==> config.mk <==
export PLATFORM = sky130hd
export DESIGN_NAME = drsac_top
export DESIGN_NICKNAME = d
export VERILOG_FILES = /design/src/core/drsac_pkg.sv /design/src/core/drsac_top.sv
export SDC_FILE = /design/constraint.sdc
export NUM_CORES = 2
export LEC_CHECK = 0
export BUFFER_PORTS_ARGS = -buffer_cell sky130_fd_sc_hd__clkbuf_2
export CORE_UTILIZATION = 45
export CTS_CLUSTER_DIAMETER = 200
export DETAILED_ROUTE_END_ITERATION = 8
export GPL_TIMING_DRIVEN = 1
export PLACE_DENSITY = 0.64
export SYNTH_ARGS = -nofsm -noshare
export SYNTH_HDL_FRONTEND = slang
export SYNTH_SLANG_ARGS = --single-unit
==> constraint.sdc <==
create_clock -name SYS_CLK_I -period 9.8 [get_ports SYS_CLK_I]
set_input_delay 0.98 -clock SYS_CLK_I [delete_from_list [all_inputs] [get_ports SYS_CLK_I]]
set_output_delay 0.98 -clock SYS_CLK_I [all_outputs]
set_load 0.03 [all_outputs]
==> src/core/drsac_pkg.sv <==
// Constants, encodings and register map of the drive ramp, stop and self-tune controller
package drsac_pkg;
    // Clock and control time base
    localparam longint CLK_PERIOD_NS = 64'd10;
    localparam longint CENTI_NS = 64'd10000000;   // 0.01 s, the step of every time setting
    localparam longint CENTI_CYCLES = (CENTI_NS + CLK_PERIOD_NS - 64'd1) / CLK_PERIOD_NS;
    localparam longint TUNE_TIMEOUT_S = 64'd30;
    localparam longint TUNE_TIMEOUT_CYCLES = (TUNE_TIMEOUT_S * 64'd1000000000) / CLK_PERIOD_NS;

    // Register bus
    localparam int ADDR_W = 8;
    localparam int DATA_W = 32;
    localparam int VAL_W = 16;
    localparam int TMR_W = 40;
    localparam logic [ADDR_W-1:0] ADDR_CTRL = 8'h00;
    localparam logic [ADDR_W-1:0] ADDR_ACCEL = 8'h04;
    localparam logic [ADDR_W-1:0] ADDR_DECEL = 8'h08;
    localparam logic [ADDR_W-1:0] ADDR_MINF = 8'h0C;
    localparam logic [ADDR_W-1:0] ADDR_MAXF = 8'h10;
    localparam logic [ADDR_W-1:0] ADDR_FREF = 8'h14;
    localparam logic [ADDR_W-1:0] ADDR_BRAKE = 8'h18;
    localparam logic [ADDR_W-1:0] ADDR_STAT = 8'h1C;
    localparam logic [ADDR_W-1:0] ADDR_OUTF = 8'h20;
    localparam logic [ADDR_W-1:0] ADDR_STATOR = 8'h24;
    localparam logic [ADDR_W-1:0] ADDR_FLUX = 8'h28;
    localparam logic [ADDR_W-1:0] ADDR_IRQ_STS = 8'h2C;
    localparam logic [ADDR_W-1:0] ADDR_IRQ_MSK = 8'h30;

    // Control register fields
    localparam int CTRL_METHOD_LSB = 0;
    localparam int CTRL_TUNE_LSB = 4;
    localparam int CTRL_STOP_LSB = 8;

    // Status register fields
    localparam int STAT_RUN = 0;
    localparam int STAT_TUNING = 1;
    localparam int STAT_BRAKE = 2;
    localparam int STAT_TUNE_FAULT = 3;
    localparam int STAT_EXT_FAULT = 4;
    localparam int STAT_STATE_LSB = 8;

    // Interrupt status and mask bits
    localparam int IRQ_W = 3;
    localparam int IRQ_TUNE_FAULT = 0;
    localparam int IRQ_TUNE_DONE = 1;
    localparam int IRQ_STOPPED = 2;

    // Value limits and reset values (times in 0.01 s, frequencies in 0.01 Hz)
    localparam logic [VAL_W-1:0] TIME_MAX = 16'hEA60;
    localparam logic [VAL_W-1:0] FREQ_LIMIT = 16'hC350;
    localparam logic [VAL_W-1:0] ACCEL_RST = 16'h03E8;
    localparam logic [VAL_W-1:0] DECEL_RST = 16'h03E8;
    localparam logic [VAL_W-1:0] MINF_RST = 16'h0000;
    localparam logic [VAL_W-1:0] MAXF_RST = 16'h1770;
    localparam logic [VAL_W-1:0] BRAKE_RST = 16'h0064;

    // Control method choices
    typedef enum logic [1:0] {
        METH_VOLTS_HZ = 2'h0,
        METH_SENSORLESS_VECTOR = 2'h1,
        METH_ECONOMIZE = 2'h2,
        METH_FULL_VECTOR = 2'h3
    } drsac_method_e;

    // Self-tune choices
    typedef enum logic [1:0] {
        TUNE_IDLE = 2'h0,
        TUNE_STATIC = 2'h1,
        TUNE_ROTATE = 2'h2
    } drsac_tune_e;

    // Stop behaviour codes
    localparam logic [2:0] STOP_RAMP_CF = 3'h0;
    localparam logic [2:0] STOP_COAST_CF = 3'h1;
    localparam logic [2:0] STOP_INJ_CF = 3'h2;
    localparam logic [2:0] STOP_INJ_AUTO_CF = 3'h3;
    localparam logic [2:0] STOP_RAMP = 3'h4;
    localparam logic [2:0] STOP_COAST = 3'h5;

    // Drive sequencer states
    typedef enum logic [6:0] {
        ST_IDLE = 7'h01,
        ST_RUN = 7'h02,
        ST_RAMP_STOP = 7'h04,
        ST_BRAKE = 7'h08,
        ST_TUNE_ARM = 7'h10,
        ST_TUNE_STATIC = 7'h20,
        ST_TUNE_ROTATE = 7'h40
    } drsac_state_e;
endpackage

==> src/core/drsac_top.sv <==
// Drive run control: method select, self-tune sequencer, ramps, clamping and stop modes
`timescale 1ns/1ps

// Summary of operation
// - Selectable control method, full vector on high model
// - Tune 1: static test stores stator drop
// - Tune 2: static then rotating, stores flux reference
// - Armed tune begins only on start command
// - Tune setting returns to zero when finished
// - No start or a stop in 30 s faults
// - Failed tune raises self-tune fault
// - After tune, running needs new start edge
// - Accel rate is max frequency over accel time
// - Decel rate is max frequency over decel time
// - Output never below minimum frequency in run state after its first cycle, if minimum is not above maximum
// - Output never above maximum frequency unless minimum is set above maximum
// - Stop codes: ramp, coast, injection, auto injection
// - Stop codes 0 to 3 clear active faults
// - Auto injection ends on time or motor stopped
module drsac_top
    import drsac_pkg::*;
#(
    parameter bit HIGH_MODEL = 1'b1,
    parameter longint CENTI_CYC = CENTI_CYCLES,
    parameter longint TUNE_TIMEOUT = TUNE_TIMEOUT_CYCLES
) (
    // Clock and reset
    input wire logic SYS_CLK_I,
    input wire logic RST_N_I,
    // Register port
    input wire logic [ADDR_W-1:0] REG_ADDR_I,
    input wire logic [DATA_W-1:0] REG_WDATA_I,
    input wire logic REG_WR_I,
    input wire logic REG_RD_I,
    output logic [DATA_W-1:0] REG_RDATA_O,
    // Operator commands
    input wire logic START_I,
    input wire logic STOP_I,
    // Power stage feedback
    input wire logic EXT_FAULT_I,
    input wire logic MOTOR_STOPPED_I,
    input wire logic TUNE_DONE_I,
    input wire logic TUNE_FAIL_I,
    input wire logic [VAL_W-1:0] TUNE_RESULT_I,
    // Power stage control
    output logic [VAL_W-1:0] FREQ_O,
    output logic RUN_O,
    output logic DC_BRAKE_O,
    output logic TUNE_STATIC_O,
    output logic TUNE_ROTATE_O,
    output logic [1:0] CTRL_METHOD_O,
    output logic [VAL_W-1:0] STATOR_COMP_O,
    output logic [VAL_W-1:0] FLUX_REF_O,
    // Fault and interrupt
    output logic FAULT_O,
    output logic IRQ_O
);
    drsac_state_e state_q;
    logic [1:0] method_q;
    logic [1:0] tune_q;
    logic [2:0] stop_sel_q;
    logic [VAL_W-1:0] accel_q;
    logic [VAL_W-1:0] decel_q;
    logic [VAL_W-1:0] minf_q;
    logic [VAL_W-1:0] maxf_q;
    logic [VAL_W-1:0] fref_q;
    logic [VAL_W-1:0] brake_q;
    logic [VAL_W-1:0] freq_q;
    logic [VAL_W-1:0] stator_q;
    logic [VAL_W-1:0] flux_q;
    logic [TMR_W-1:0] tmr_q;
    logic [TMR_W-1:0] acc_q;
    logic [TMR_W-1:0] acc_d;
    logic [TMR_W-1:0] ramp_den;
    logic [VAL_W-1:0] target;
    logic start_q;
    logic start_edge;
    logic ev_fault_q;
    logic ev_done_q;
    logic ev_stop_q;
    logic tune_fault_q;
    logic ext_fault_q;
    logic fault_clr;
    logic [IRQ_W-1:0] irq_sts_q;
    logic [IRQ_W-1:0] irq_msk_q;
    logic [DATA_W-1:0] rd_mux;
    logic [DATA_W-1:0] rdata_q;
    logic stopped;
    logic cfg_wr;
    logic [VAL_W-1:0] wval;
    logic [VAL_W-1:0] wtime;
    logic [VAL_W-1:0] wfreq;

    // Decoded helpers
    assign stopped = (state_q == ST_IDLE);
    assign cfg_wr = REG_WR_I && (REG_ADDR_I == ADDR_CTRL);
    assign wval = REG_WDATA_I[VAL_W-1:0];
    assign wtime = (wval > TIME_MAX) ? TIME_MAX : wval;   // Out-of-range values saturate
    assign wfreq = (wval > FREQ_LIMIT) ? FREQ_LIMIT : wval;
    assign start_edge = START_I && !start_q;   // Level starts never restart the drive
    assign fault_clr = STOP_I && (stop_sel_q <= STOP_INJ_AUTO_CF);

    // Start edge memory
    always_ff @(posedge SYS_CLK_I or negedge RST_N_I) begin
        if (!RST_N_I) begin
            start_q <= 1'b0;
        end else begin
            start_q <= START_I;
        end
    end

    // Settings written by software; motor settings frozen while the drive moves
    always_ff @(posedge SYS_CLK_I or negedge RST_N_I) begin
        if (!RST_N_I) begin
            method_q <= METH_SENSORLESS_VECTOR;
            stop_sel_q <= STOP_RAMP_CF;
            accel_q <= ACCEL_RST;
            decel_q <= DECEL_RST;
            minf_q <= MINF_RST;
            maxf_q <= MAXF_RST;
            fref_q <= '0;
            brake_q <= BRAKE_RST;
            irq_msk_q <= '0;
        end else if (REG_WR_I) begin
            case (REG_ADDR_I)
                ADDR_CTRL: begin
                    // Full vector is refused on the smaller model
                    if (stopped && (HIGH_MODEL || REG_WDATA_I[CTRL_METHOD_LSB +: 2] != 2'h3)) begin
                        method_q <= REG_WDATA_I[CTRL_METHOD_LSB +: 2];
                    end
                    // Codes above 5 are kept out of this block
                    if (REG_WDATA_I[CTRL_STOP_LSB +: 3] <= STOP_COAST) begin
                        stop_sel_q <= REG_WDATA_I[CTRL_STOP_LSB +: 3];
                    end
                end
                ADDR_ACCEL: accel_q <= wtime;
                ADDR_DECEL: decel_q <= wtime;
                ADDR_MINF: begin
                    if (stopped) begin
                        minf_q <= wfreq;
                    end
                end
                ADDR_MAXF: begin
                    if (stopped) begin
                        maxf_q <= wfreq;
                    end
                end
                ADDR_FREF: fref_q <= wfreq;
                ADDR_BRAKE: brake_q <= wtime;
                ADDR_IRQ_MSK: irq_msk_q <= REG_WDATA_I[IRQ_W-1:0];
                default: ;
            endcase
        end
    end

    // Drive sequencer: run, stopping, braking and the self-tune steps
    always_ff @(posedge SYS_CLK_I or negedge RST_N_I) begin
        if (!RST_N_I) begin
            state_q <= ST_IDLE;
            tune_q <= TUNE_IDLE;
            tmr_q <= '0;
            stator_q <= '0;
            flux_q <= '0;
            ev_fault_q <= 1'b0;
            ev_done_q <= 1'b0;
            ev_stop_q <= 1'b0;
        end else begin
            ev_fault_q <= 1'b0;
            ev_done_q <= 1'b0;
            ev_stop_q <= 1'b0;
            tmr_q <= tmr_q + 1'b1;
            case (state_q)
                ST_IDLE: begin
                    if (cfg_wr && REG_WDATA_I[CTRL_TUNE_LSB +: 2] != TUNE_IDLE) begin
                        tune_q <= REG_WDATA_I[CTRL_TUNE_LSB +: 2];
                        tmr_q <= '0;
                        state_q <= ST_TUNE_ARM;
                    end else if (start_edge && !FAULT_O) begin
                        state_q <= ST_RUN;
                    end
                end
                ST_RUN: begin
                    if (FAULT_O) begin
                        state_q <= ST_IDLE;   // A fault drops the gates at once
                        ev_stop_q <= 1'b1;
                    end else if (STOP_I) begin
                        case (stop_sel_q)
                            STOP_COAST_CF, STOP_COAST: begin
                                state_q <= ST_IDLE;
                                ev_stop_q <= 1'b1;
                            end
                            STOP_INJ_CF, STOP_INJ_AUTO_CF: begin
                                tmr_q <= '0;
                                state_q <= ST_BRAKE;
                            end
                            default: state_q <= ST_RAMP_STOP;
                        endcase
                    end
                end
                ST_RAMP_STOP: begin
                    if (FAULT_O || freq_q == '0) begin
                        state_q <= ST_IDLE;
                        ev_stop_q <= 1'b1;
                    end else if (start_edge && !STOP_I) begin
                        state_q <= ST_RUN;
                    end
                end
                ST_BRAKE: begin
                    // Auto mode may end early once the motor reports standstill
                    if (tmr_q >= TMR_W'(brake_q) * TMR_W'(CENTI_CYC) ||
                        (stop_sel_q == STOP_INJ_AUTO_CF && MOTOR_STOPPED_I)) begin
                        state_q <= ST_IDLE;
                        ev_stop_q <= 1'b1;
                    end
                end
                ST_TUNE_ARM: begin
                    if (STOP_I || tmr_q >= TMR_W'(TUNE_TIMEOUT)) begin
                        tune_q <= TUNE_IDLE;
                        ev_fault_q <= 1'b1;
                        state_q <= ST_IDLE;
                    end else if (start_edge) begin
                        state_q <= ST_TUNE_STATIC;
                    end
                end
                ST_TUNE_STATIC: begin
                    if (TUNE_FAIL_I || STOP_I) begin
                        tune_q <= TUNE_IDLE;
                        ev_fault_q <= 1'b1;
                        state_q <= ST_IDLE;
                    end else if (TUNE_DONE_I) begin
                        stator_q <= TUNE_RESULT_I;
                        if (tune_q == TUNE_ROTATE) begin
                            state_q <= ST_TUNE_ROTATE;
                        end else begin
                            tune_q <= TUNE_IDLE;
                            ev_done_q <= 1'b1;
                            state_q <= ST_IDLE;
                        end
                    end
                end
                ST_TUNE_ROTATE: begin
                    if (TUNE_FAIL_I || STOP_I) begin
                        tune_q <= TUNE_IDLE;
                        ev_fault_q <= 1'b1;
                        state_q <= ST_IDLE;
                    end else if (TUNE_DONE_I) begin
                        flux_q <= TUNE_RESULT_I;
                        tune_q <= TUNE_IDLE;
                        ev_done_q <= 1'b1;
                        state_q <= ST_IDLE;
                    end
                end
                default: state_q <= ST_IDLE;
            endcase
        end
    end

    // Ramp target and step accumulator; adding max frequency every cycle against
    // time x cycles-per-step gives the documented rate without a divider
    always_comb begin
        target = (fref_q > maxf_q) ? maxf_q : fref_q;
        if (target < minf_q) begin
            target = minf_q;
        end
        if (state_q != ST_RUN) begin
            target = '0;
        end
        ramp_den = (freq_q < target) ? TMR_W'(accel_q) * TMR_W'(CENTI_CYC)
                                     : TMR_W'(decel_q) * TMR_W'(CENTI_CYC);
        acc_d = acc_q + TMR_W'(maxf_q);
    end

    // Output frequency ramp; one 0.01 Hz step at most per cycle except for the clamps, zero ramp times and the drop to zero outside run and ramp stop
    always_ff @(posedge SYS_CLK_I or negedge RST_N_I) begin
        if (!RST_N_I) begin
            freq_q <= '0;
            acc_q <= '0;
        end else if (state_q != ST_RUN && state_q != ST_RAMP_STOP) begin
            freq_q <= '0;
            acc_q <= '0;
        end else if (state_q == ST_RUN && freq_q < minf_q) begin
            freq_q <= minf_q;   // Start from the floor, not from zero
            acc_q <= '0;
        end else if (state_q == ST_RUN && freq_q > maxf_q) begin
            freq_q <= maxf_q;
            acc_q <= '0;
        end else if (freq_q == target) begin
            acc_q <= '0;   // Hold at target
        end else if (ramp_den == '0) begin
            freq_q <= target;   // Zero time means an instant step
            acc_q <= '0;
        end else if (acc_d >= ramp_den) begin
            freq_q <= (freq_q < target) ? freq_q + 1'b1 : freq_q - 1'b1;
            acc_q <= acc_d - ramp_den;
        end else begin
            acc_q <= acc_d;
        end
    end

    // Latched faults; a new fault in the clearing cycle still lands
    always_ff @(posedge SYS_CLK_I or negedge RST_N_I) begin
        if (!RST_N_I) begin
            tune_fault_q <= 1'b0;
            ext_fault_q <= 1'b0;
        end else begin
            tune_fault_q <= ev_fault_q || (tune_fault_q && !fault_clr);
            ext_fault_q <= EXT_FAULT_I || (ext_fault_q && !fault_clr);
        end
    end

    // Sticky interrupt status, write one to clear, set beats clear
    always_ff @(posedge SYS_CLK_I or negedge RST_N_I) begin
        if (!RST_N_I) begin
            irq_sts_q <= '0;
        end else begin
            irq_sts_q <= (irq_sts_q & ~((REG_WR_I && REG_ADDR_I == ADDR_IRQ_STS) ?
                         REG_WDATA_I[IRQ_W-1:0] : {IRQ_W{1'b0}}))
                         | {ev_stop_q, ev_done_q, ev_fault_q};
        end
    end

    // Read multiplexer; unmapped addresses read as zero
    always_comb begin
        rd_mux = '0;
        case (REG_ADDR_I)
            ADDR_CTRL: begin
                rd_mux[CTRL_METHOD_LSB +: 2] = method_q;
                rd_mux[CTRL_TUNE_LSB +: 2] = tune_q;
                rd_mux[CTRL_STOP_LSB +: 3] = stop_sel_q;
            end
            ADDR_ACCEL: rd_mux[VAL_W-1:0] = accel_q;
            ADDR_DECEL: rd_mux[VAL_W-1:0] = decel_q;
            ADDR_MINF: rd_mux[VAL_W-1:0] = minf_q;
            ADDR_MAXF: rd_mux[VAL_W-1:0] = maxf_q;
            ADDR_FREF: rd_mux[VAL_W-1:0] = fref_q;
            ADDR_BRAKE: rd_mux[VAL_W-1:0] = brake_q;
            ADDR_STAT: begin
                rd_mux[STAT_RUN] = RUN_O;
                rd_mux[STAT_TUNING] = TUNE_STATIC_O || TUNE_ROTATE_O;
                rd_mux[STAT_BRAKE] = DC_BRAKE_O;
                rd_mux[STAT_TUNE_FAULT] = tune_fault_q;
                rd_mux[STAT_EXT_FAULT] = ext_fault_q;
                rd_mux[STAT_STATE_LSB +: 7] = state_q;
            end
            ADDR_OUTF: rd_mux[VAL_W-1:0] = freq_q;
            ADDR_STATOR: rd_mux[VAL_W-1:0] = stator_q;
            ADDR_FLUX: rd_mux[VAL_W-1:0] = flux_q;
            ADDR_IRQ_STS: rd_mux[IRQ_W-1:0] = irq_sts_q;
            ADDR_IRQ_MSK: rd_mux[IRQ_W-1:0] = irq_msk_q;
            default: rd_mux = '0;
        endcase
    end

    // Read data stands only in the cycle after the strobe
    always_ff @(posedge SYS_CLK_I or negedge RST_N_I) begin
        if (!RST_N_I) begin
            rdata_q <= '0;
        end else begin
            rdata_q <= REG_RD_I ? rd_mux : '0;
        end
    end

    // Outputs
    assign REG_RDATA_O = rdata_q;
    assign FREQ_O = freq_q;
    assign RUN_O = (state_q == ST_RUN) || (state_q == ST_RAMP_STOP);
    assign DC_BRAKE_O = (state_q == ST_BRAKE);
    assign TUNE_STATIC_O = (state_q == ST_TUNE_STATIC);
    assign TUNE_ROTATE_O = (state_q == ST_TUNE_ROTATE);
    assign CTRL_METHOD_O = method_q;
    assign STATOR_COMP_O = stator_q;
    assign FLUX_REF_O = flux_q;
    assign FAULT_O = tune_fault_q || ext_fault_q;
    assign IRQ_O = |(irq_sts_q & irq_msk_q);

    // Checks next to the logic above
    method_legal_a: assert property (@(posedge SYS_CLK_I) disable iff (!RST_N_I)
        !HIGH_MODEL |-> method_q != METH_FULL_VECTOR) else $error("full vector on small model");
    cfg_frozen_a: assert property (@(posedge SYS_CLK_I) disable iff (!RST_N_I)
        (!stopped && !$past(stopped)) |-> $stable(minf_q) && $stable(maxf_q) && $stable(method_q))
        else $error("min or max changed while moving");
    static_store_a: assert property (@(posedge SYS_CLK_I) disable iff (!RST_N_I)
        (state_q == ST_TUNE_STATIC && TUNE_DONE_I && !TUNE_FAIL_I && !STOP_I)
        |=> stator_q == $past(TUNE_RESULT_I)) else $error("stator drop not stored");
    rotate_next_a: assert property (@(posedge SYS_CLK_I) disable iff (!RST_N_I)
        (state_q == ST_TUNE_STATIC && TUNE_DONE_I && !TUNE_FAIL_I && !STOP_I
         && tune_q == TUNE_ROTATE) |=> state_q == ST_TUNE_ROTATE)
        else $error("rotating test skipped");
    arm_waits_a: assert property (@(posedge SYS_CLK_I) disable iff (!RST_N_I)
        (state_q == ST_TUNE_ARM && !start_edge) |=> state_q != ST_TUNE_STATIC)
        else $error("tune began without start");
    tune_clear_a: assert property (@(posedge SYS_CLK_I) disable iff (!RST_N_I)
        (state_q == ST_TUNE_ROTATE && TUNE_DONE_I) |=> tune_q == TUNE_IDLE && state_q == ST_IDLE)
        else $error("tune setting not cleared");
    arm_timeout_a: assert property (@(posedge SYS_CLK_I) disable iff (!RST_N_I)
        (state_q == ST_TUNE_ARM && (STOP_I || tmr_q >= TMR_W'(TUNE_TIMEOUT)))
        |=> tune_q == TUNE_IDLE ##1 tune_fault_q) else $error("arm timeout lost");
    tune_fail_a: assert property (@(posedge SYS_CLK_I) disable iff (!RST_N_I)
        (TUNE_STATIC_O || TUNE_ROTATE_O) && TUNE_FAIL_I |=> ##1 FAULT_O)
        else $error("failed tune without fault");
    new_start_a: assert property (@(posedge SYS_CLK_I) disable iff (!RST_N_I)
        (state_q == ST_IDLE && !start_edge) |=> state_q != ST_RUN)
        else $error("ran without start edge");
    freq_clamp_a: assert property (@(posedge SYS_CLK_I) disable iff (!RST_N_I)
        ((state_q == ST_RUN)[*2] ##0 (minf_q < maxf_q))
        |-> freq_q >= minf_q && freq_q <= maxf_q) else $error("frequency outside limits");
    ramp_step_a: assert property (@(posedge SYS_CLK_I) disable iff (!RST_N_I)
        ((state_q == ST_RUN)[*2] ##0 (accel_q != '0 && decel_q != '0
         && $past(freq_q) >= minf_q && $past(freq_q) <= maxf_q))
        |-> (freq_q - $past(freq_q) <= 16'h0001) || ($past(freq_q) - freq_q <= 16'h0001))
        else $error("ramp stepped too far");
    coast_stop_a: assert property (@(posedge SYS_CLK_I) disable iff (!RST_N_I)
        (state_q == ST_RUN && !FAULT_O && STOP_I
         && (stop_sel_q == STOP_COAST_CF || stop_sel_q == STOP_COAST))
        |=> state_q == ST_IDLE ##1 freq_q == '0) else $error("coast stop not immediate");
    stop_clears_a: assert property (@(posedge SYS_CLK_I) disable iff (!RST_N_I)
        (fault_clr && !EXT_FAULT_I && !ev_fault_q) |=> !FAULT_O)
        else $error("stop did not clear fault");
    brake_early_a: assert property (@(posedge SYS_CLK_I) disable iff (!RST_N_I)
        (state_q == ST_BRAKE && stop_sel_q == STOP_INJ_AUTO_CF && MOTOR_STOPPED_I)
        |=> state_q == ST_IDLE) else $error("auto brake ignored standstill");
endmodule

==> summary.md <==
| Metric | Value |
|---|---|
| Status | `completed` |
| # diodes | `0` |
| DR iter-0 viols | `1789` |
| Pin count of the biggest net entering global routing | `152` |
| Post-CTS Hold Buffers | `0` |
| CORE AREA | `~65000 um2` |
| Pwr/cell area | `302.4 nW/um2` |
| Fin. Hold Viols | `0` |
| Synthesized area | `29680 um2` |
| WL/cell | `20.40 um` |
| Min-Delay Path Class | `input pin to async pin` |
| Final min period | `9.261 ns` |
| Kind of critical path | `register to register` |
| Worst setup EP type | `register` |
| Clock transition at the registers of the reported paths | `0.06 ns` |
| Die area | `67000 um2` |
| Maximum clock frequency | `108.0 MHz` |
| Total CTS buffers | `31` |
| TritonCTS clock tree | `yes` |
| Max incr delay on CP | `0.55 ns` |
| Residual DRC count | `0` |
| Critical Path AT | `9.73 ns` |
| Ys async rst share | `1.000` |
| GPL Wtd Cong | `0.9281` |
| Number of synthesized flops with an enable pin | `0` |
| Final Non-Filler Cells | `4268` |
| I/O pins | `154` |
| Setup tns final | `0 ns` |
| Vias in the first global route | `24.31k` |
| Commonest cells after routing, fill and taps aside | `485 x ha_1, 333 x inv_1, 242 x dfrtp_1, 235 x nor2_1, 232 x nand2_1` |
| Syn. warnings | `0` |
| CP bufs+invs | `7` |
| Initial Util | `0.4580` |
| Cell count after synthesis | `3229` |
| Vias per Instance | `5.787` |
| CTS Buffer Depth | `3` |
| Period utilisation layout | `0.9450` |
| DRT Wirelength | `87080 um` |
| Worst setup margin | `between 0.5 and 0.6 ns` |
| Worst skew pair latency | `0.60 ns` |
| Vias | `24.70k` |
| Most Frequent Cell on Critical Path | `a21o_1` |
| Largest registers | `acc_q x40, tmr_q x40` |
| Critical Path Start Type | `register` |
| Post-CTS resize count | `0` |
| Register bit total from synthesis | `266` |
| PortBufs | `121` |
| FILL cells | `6080` |
| Clock tree sinks | `around 270` |
| Post-synthesis sequential area ratio | `0.2252` |
| Worst path top cell family by delay | `simple AND/OR/NAND/NOR gates` |
| Max-cap violations | `0` |
| Area grow syn2layout | `10.22%` |
| DP Cell Count | `4210` |
| Crit path max-delay cell type | `or4_1` |
| Rel. slew slack | `0.1804` |
| ANT nets after route | `0` |
| Die height | `between 200 and 300 um` |
| Commonest non-fill, non-tap cell in the layout | `ha_1` |
| Actual slew at the worst max-slew pin | `1.217 ns` |
| Total grt overflow | `0` |
| Layout cell share with drive strength beyond 1 | `0.1184` |
| Worst vdd ir | `0.4380 mV` |
| Main synth FF type | `dfrtp_1` |
| Syn_area_per_cell | `9.193 um2` |
| Initial antenna violation count | `2` |
| Crit-path max FO | `20` |
| Layout Nets | `4108` |
| Rows | `93` |
| Synth unique cells | `89` |
| P_leak | `~17 nW` |
| Worst Skew | `0.02508 ns` |
| First-pass GRT wire length | `137800 um` |
| H-tree depth | `1` |
| Unrepaired setup endpoints after global routing | `false` |
| CP Data Required Time | `10.27 ns` |
| Final Setup Violations | `0` |
| Die width | `258.8 um` |
| Place WS | `0.3025 ns` |
| Postcts setup bufs | `0` |
| First-pass DRT Iterations | `6` |
| Slew Limit Fails | `0` |
| Total GRT Usage | `0.2615` |
| Post-layout util | `0.5048` |
| Root buffer cell | `clkbuf_16` |
| Hpwl dp | `around 69000 um` |
path summary, 6_finish.rpt:
check | startpoint | to | slack, ns | depth (start not counted)
min in group SYS_CLK_I | ev_done_q | irq_sts_q[1] | 0.43 | 1
hold / removal | RST_N_I | tmr_q[36] | 0.38 | 1
max in group asynchronous | RST_N_I | acc_q[27] | 7.79 | 2
setup / recovery | maxf_q[9] | FREQ_O[15] | 0.54 | 42
hold reg to reg | ev_done_q | irq_sts_q[1] | 0.43 | 1
setup reg to reg | maxf_q[9] | FREQ_O[15] | 0.54 | 42
synthesized netlist by cell type (37+ instances only):
cell type | number | area, um2
a21o_1 | 81 | 608.1
o21ai_0 | 186 | 930.9
nand3_1 | 69 | 345.3
a21oi_1 | 179 | 895.9
mux2_2 | 74 | 833.3
ha_1 | 485 | 6068
nand2b_1 | 39 | 244.0
clkbuf_1 | 66 | 247.7
inv_1 | 333 | 1250
dfrtp_1 | 242 | 6056
xor2_1 | 96 | 840.8
nand2_1 | 233 | 874.6
mux2i_1 | 37 | 370.4
xnor2_1 | 91 | 797.0
nor3_1 | 40 | 200.2
fa_1 | 168 | 3363
nor2_1 | 236 | 885.9
final cells by class:
class	instances	area [um2]	area share
timing repair buffer	206	1295	0.03958
inverter	334	1254	0.03832
multi-input combinational	2550	21400	0.6540
sequential	266	6686	0.2044
clock buffer	44	884.6	0.02704
clock inverter	13	131.4	0.004015
tap	855	1070	0.03270
per-stage QoR:
step | power [mW] | hold slack, ns | cell area [um2]
after global routing | 10.74 | 0.4403 | 32720
after detailed placement | 8.600 | 0.4172 | 31640
after global placement | 8.533 | 0.4059 | 31640
final | 9.893 | 0.3825 | 32720
after floorplan | 6.514 | 0.4044 | 29740
after CTS | 9.812 | 0.4284 | 32650
worst register-to-register path, delay by kind of cell, from the launching register on:
kind / cells / cell delay, ns
simple gates: 13 / 3.31
compound gates: 17 / 2.94
buf+inv: 7 / 1.05
fa+ha+maj: 4 / 1.01
flops: 1 / 0.53
mux: 1 / 0.35
per-layer routing:
layer | GRT usage | wire length, um | vias to the layer above
met5 | 0 | 10 | -
met4 | 0.08695 | 3081 | 2
met3 | 0.04030 | 6558 | 173
met2 | 0.4153 | 38810 | 860
met1 | 0.3622 | 38620 | 11900
li1 | - | - | 11770
where the power goes:
part	switching [mW]	internal, mW	total, mW
logic	4.16	3.17	7.33
clock network	0.501	0.679	1.18
registers	0.210	1.17	1.38
logic make-up after synthesis:
family	count (synthesis)	share of synthesized area
AO/OA/AOI/OAI	764	0.1708
buffers and inverters	429	0.05800
flip-flops	266	0.2252
adder cells (fa/ha/maj)	653	0.3177
other	1	0.0001263
multiplexers	112	0.04101
AND/OR/NAND/NOR	817	0.1319
XOR/XNOR	187	0.05517
Power figures use the tool's default switching activity.
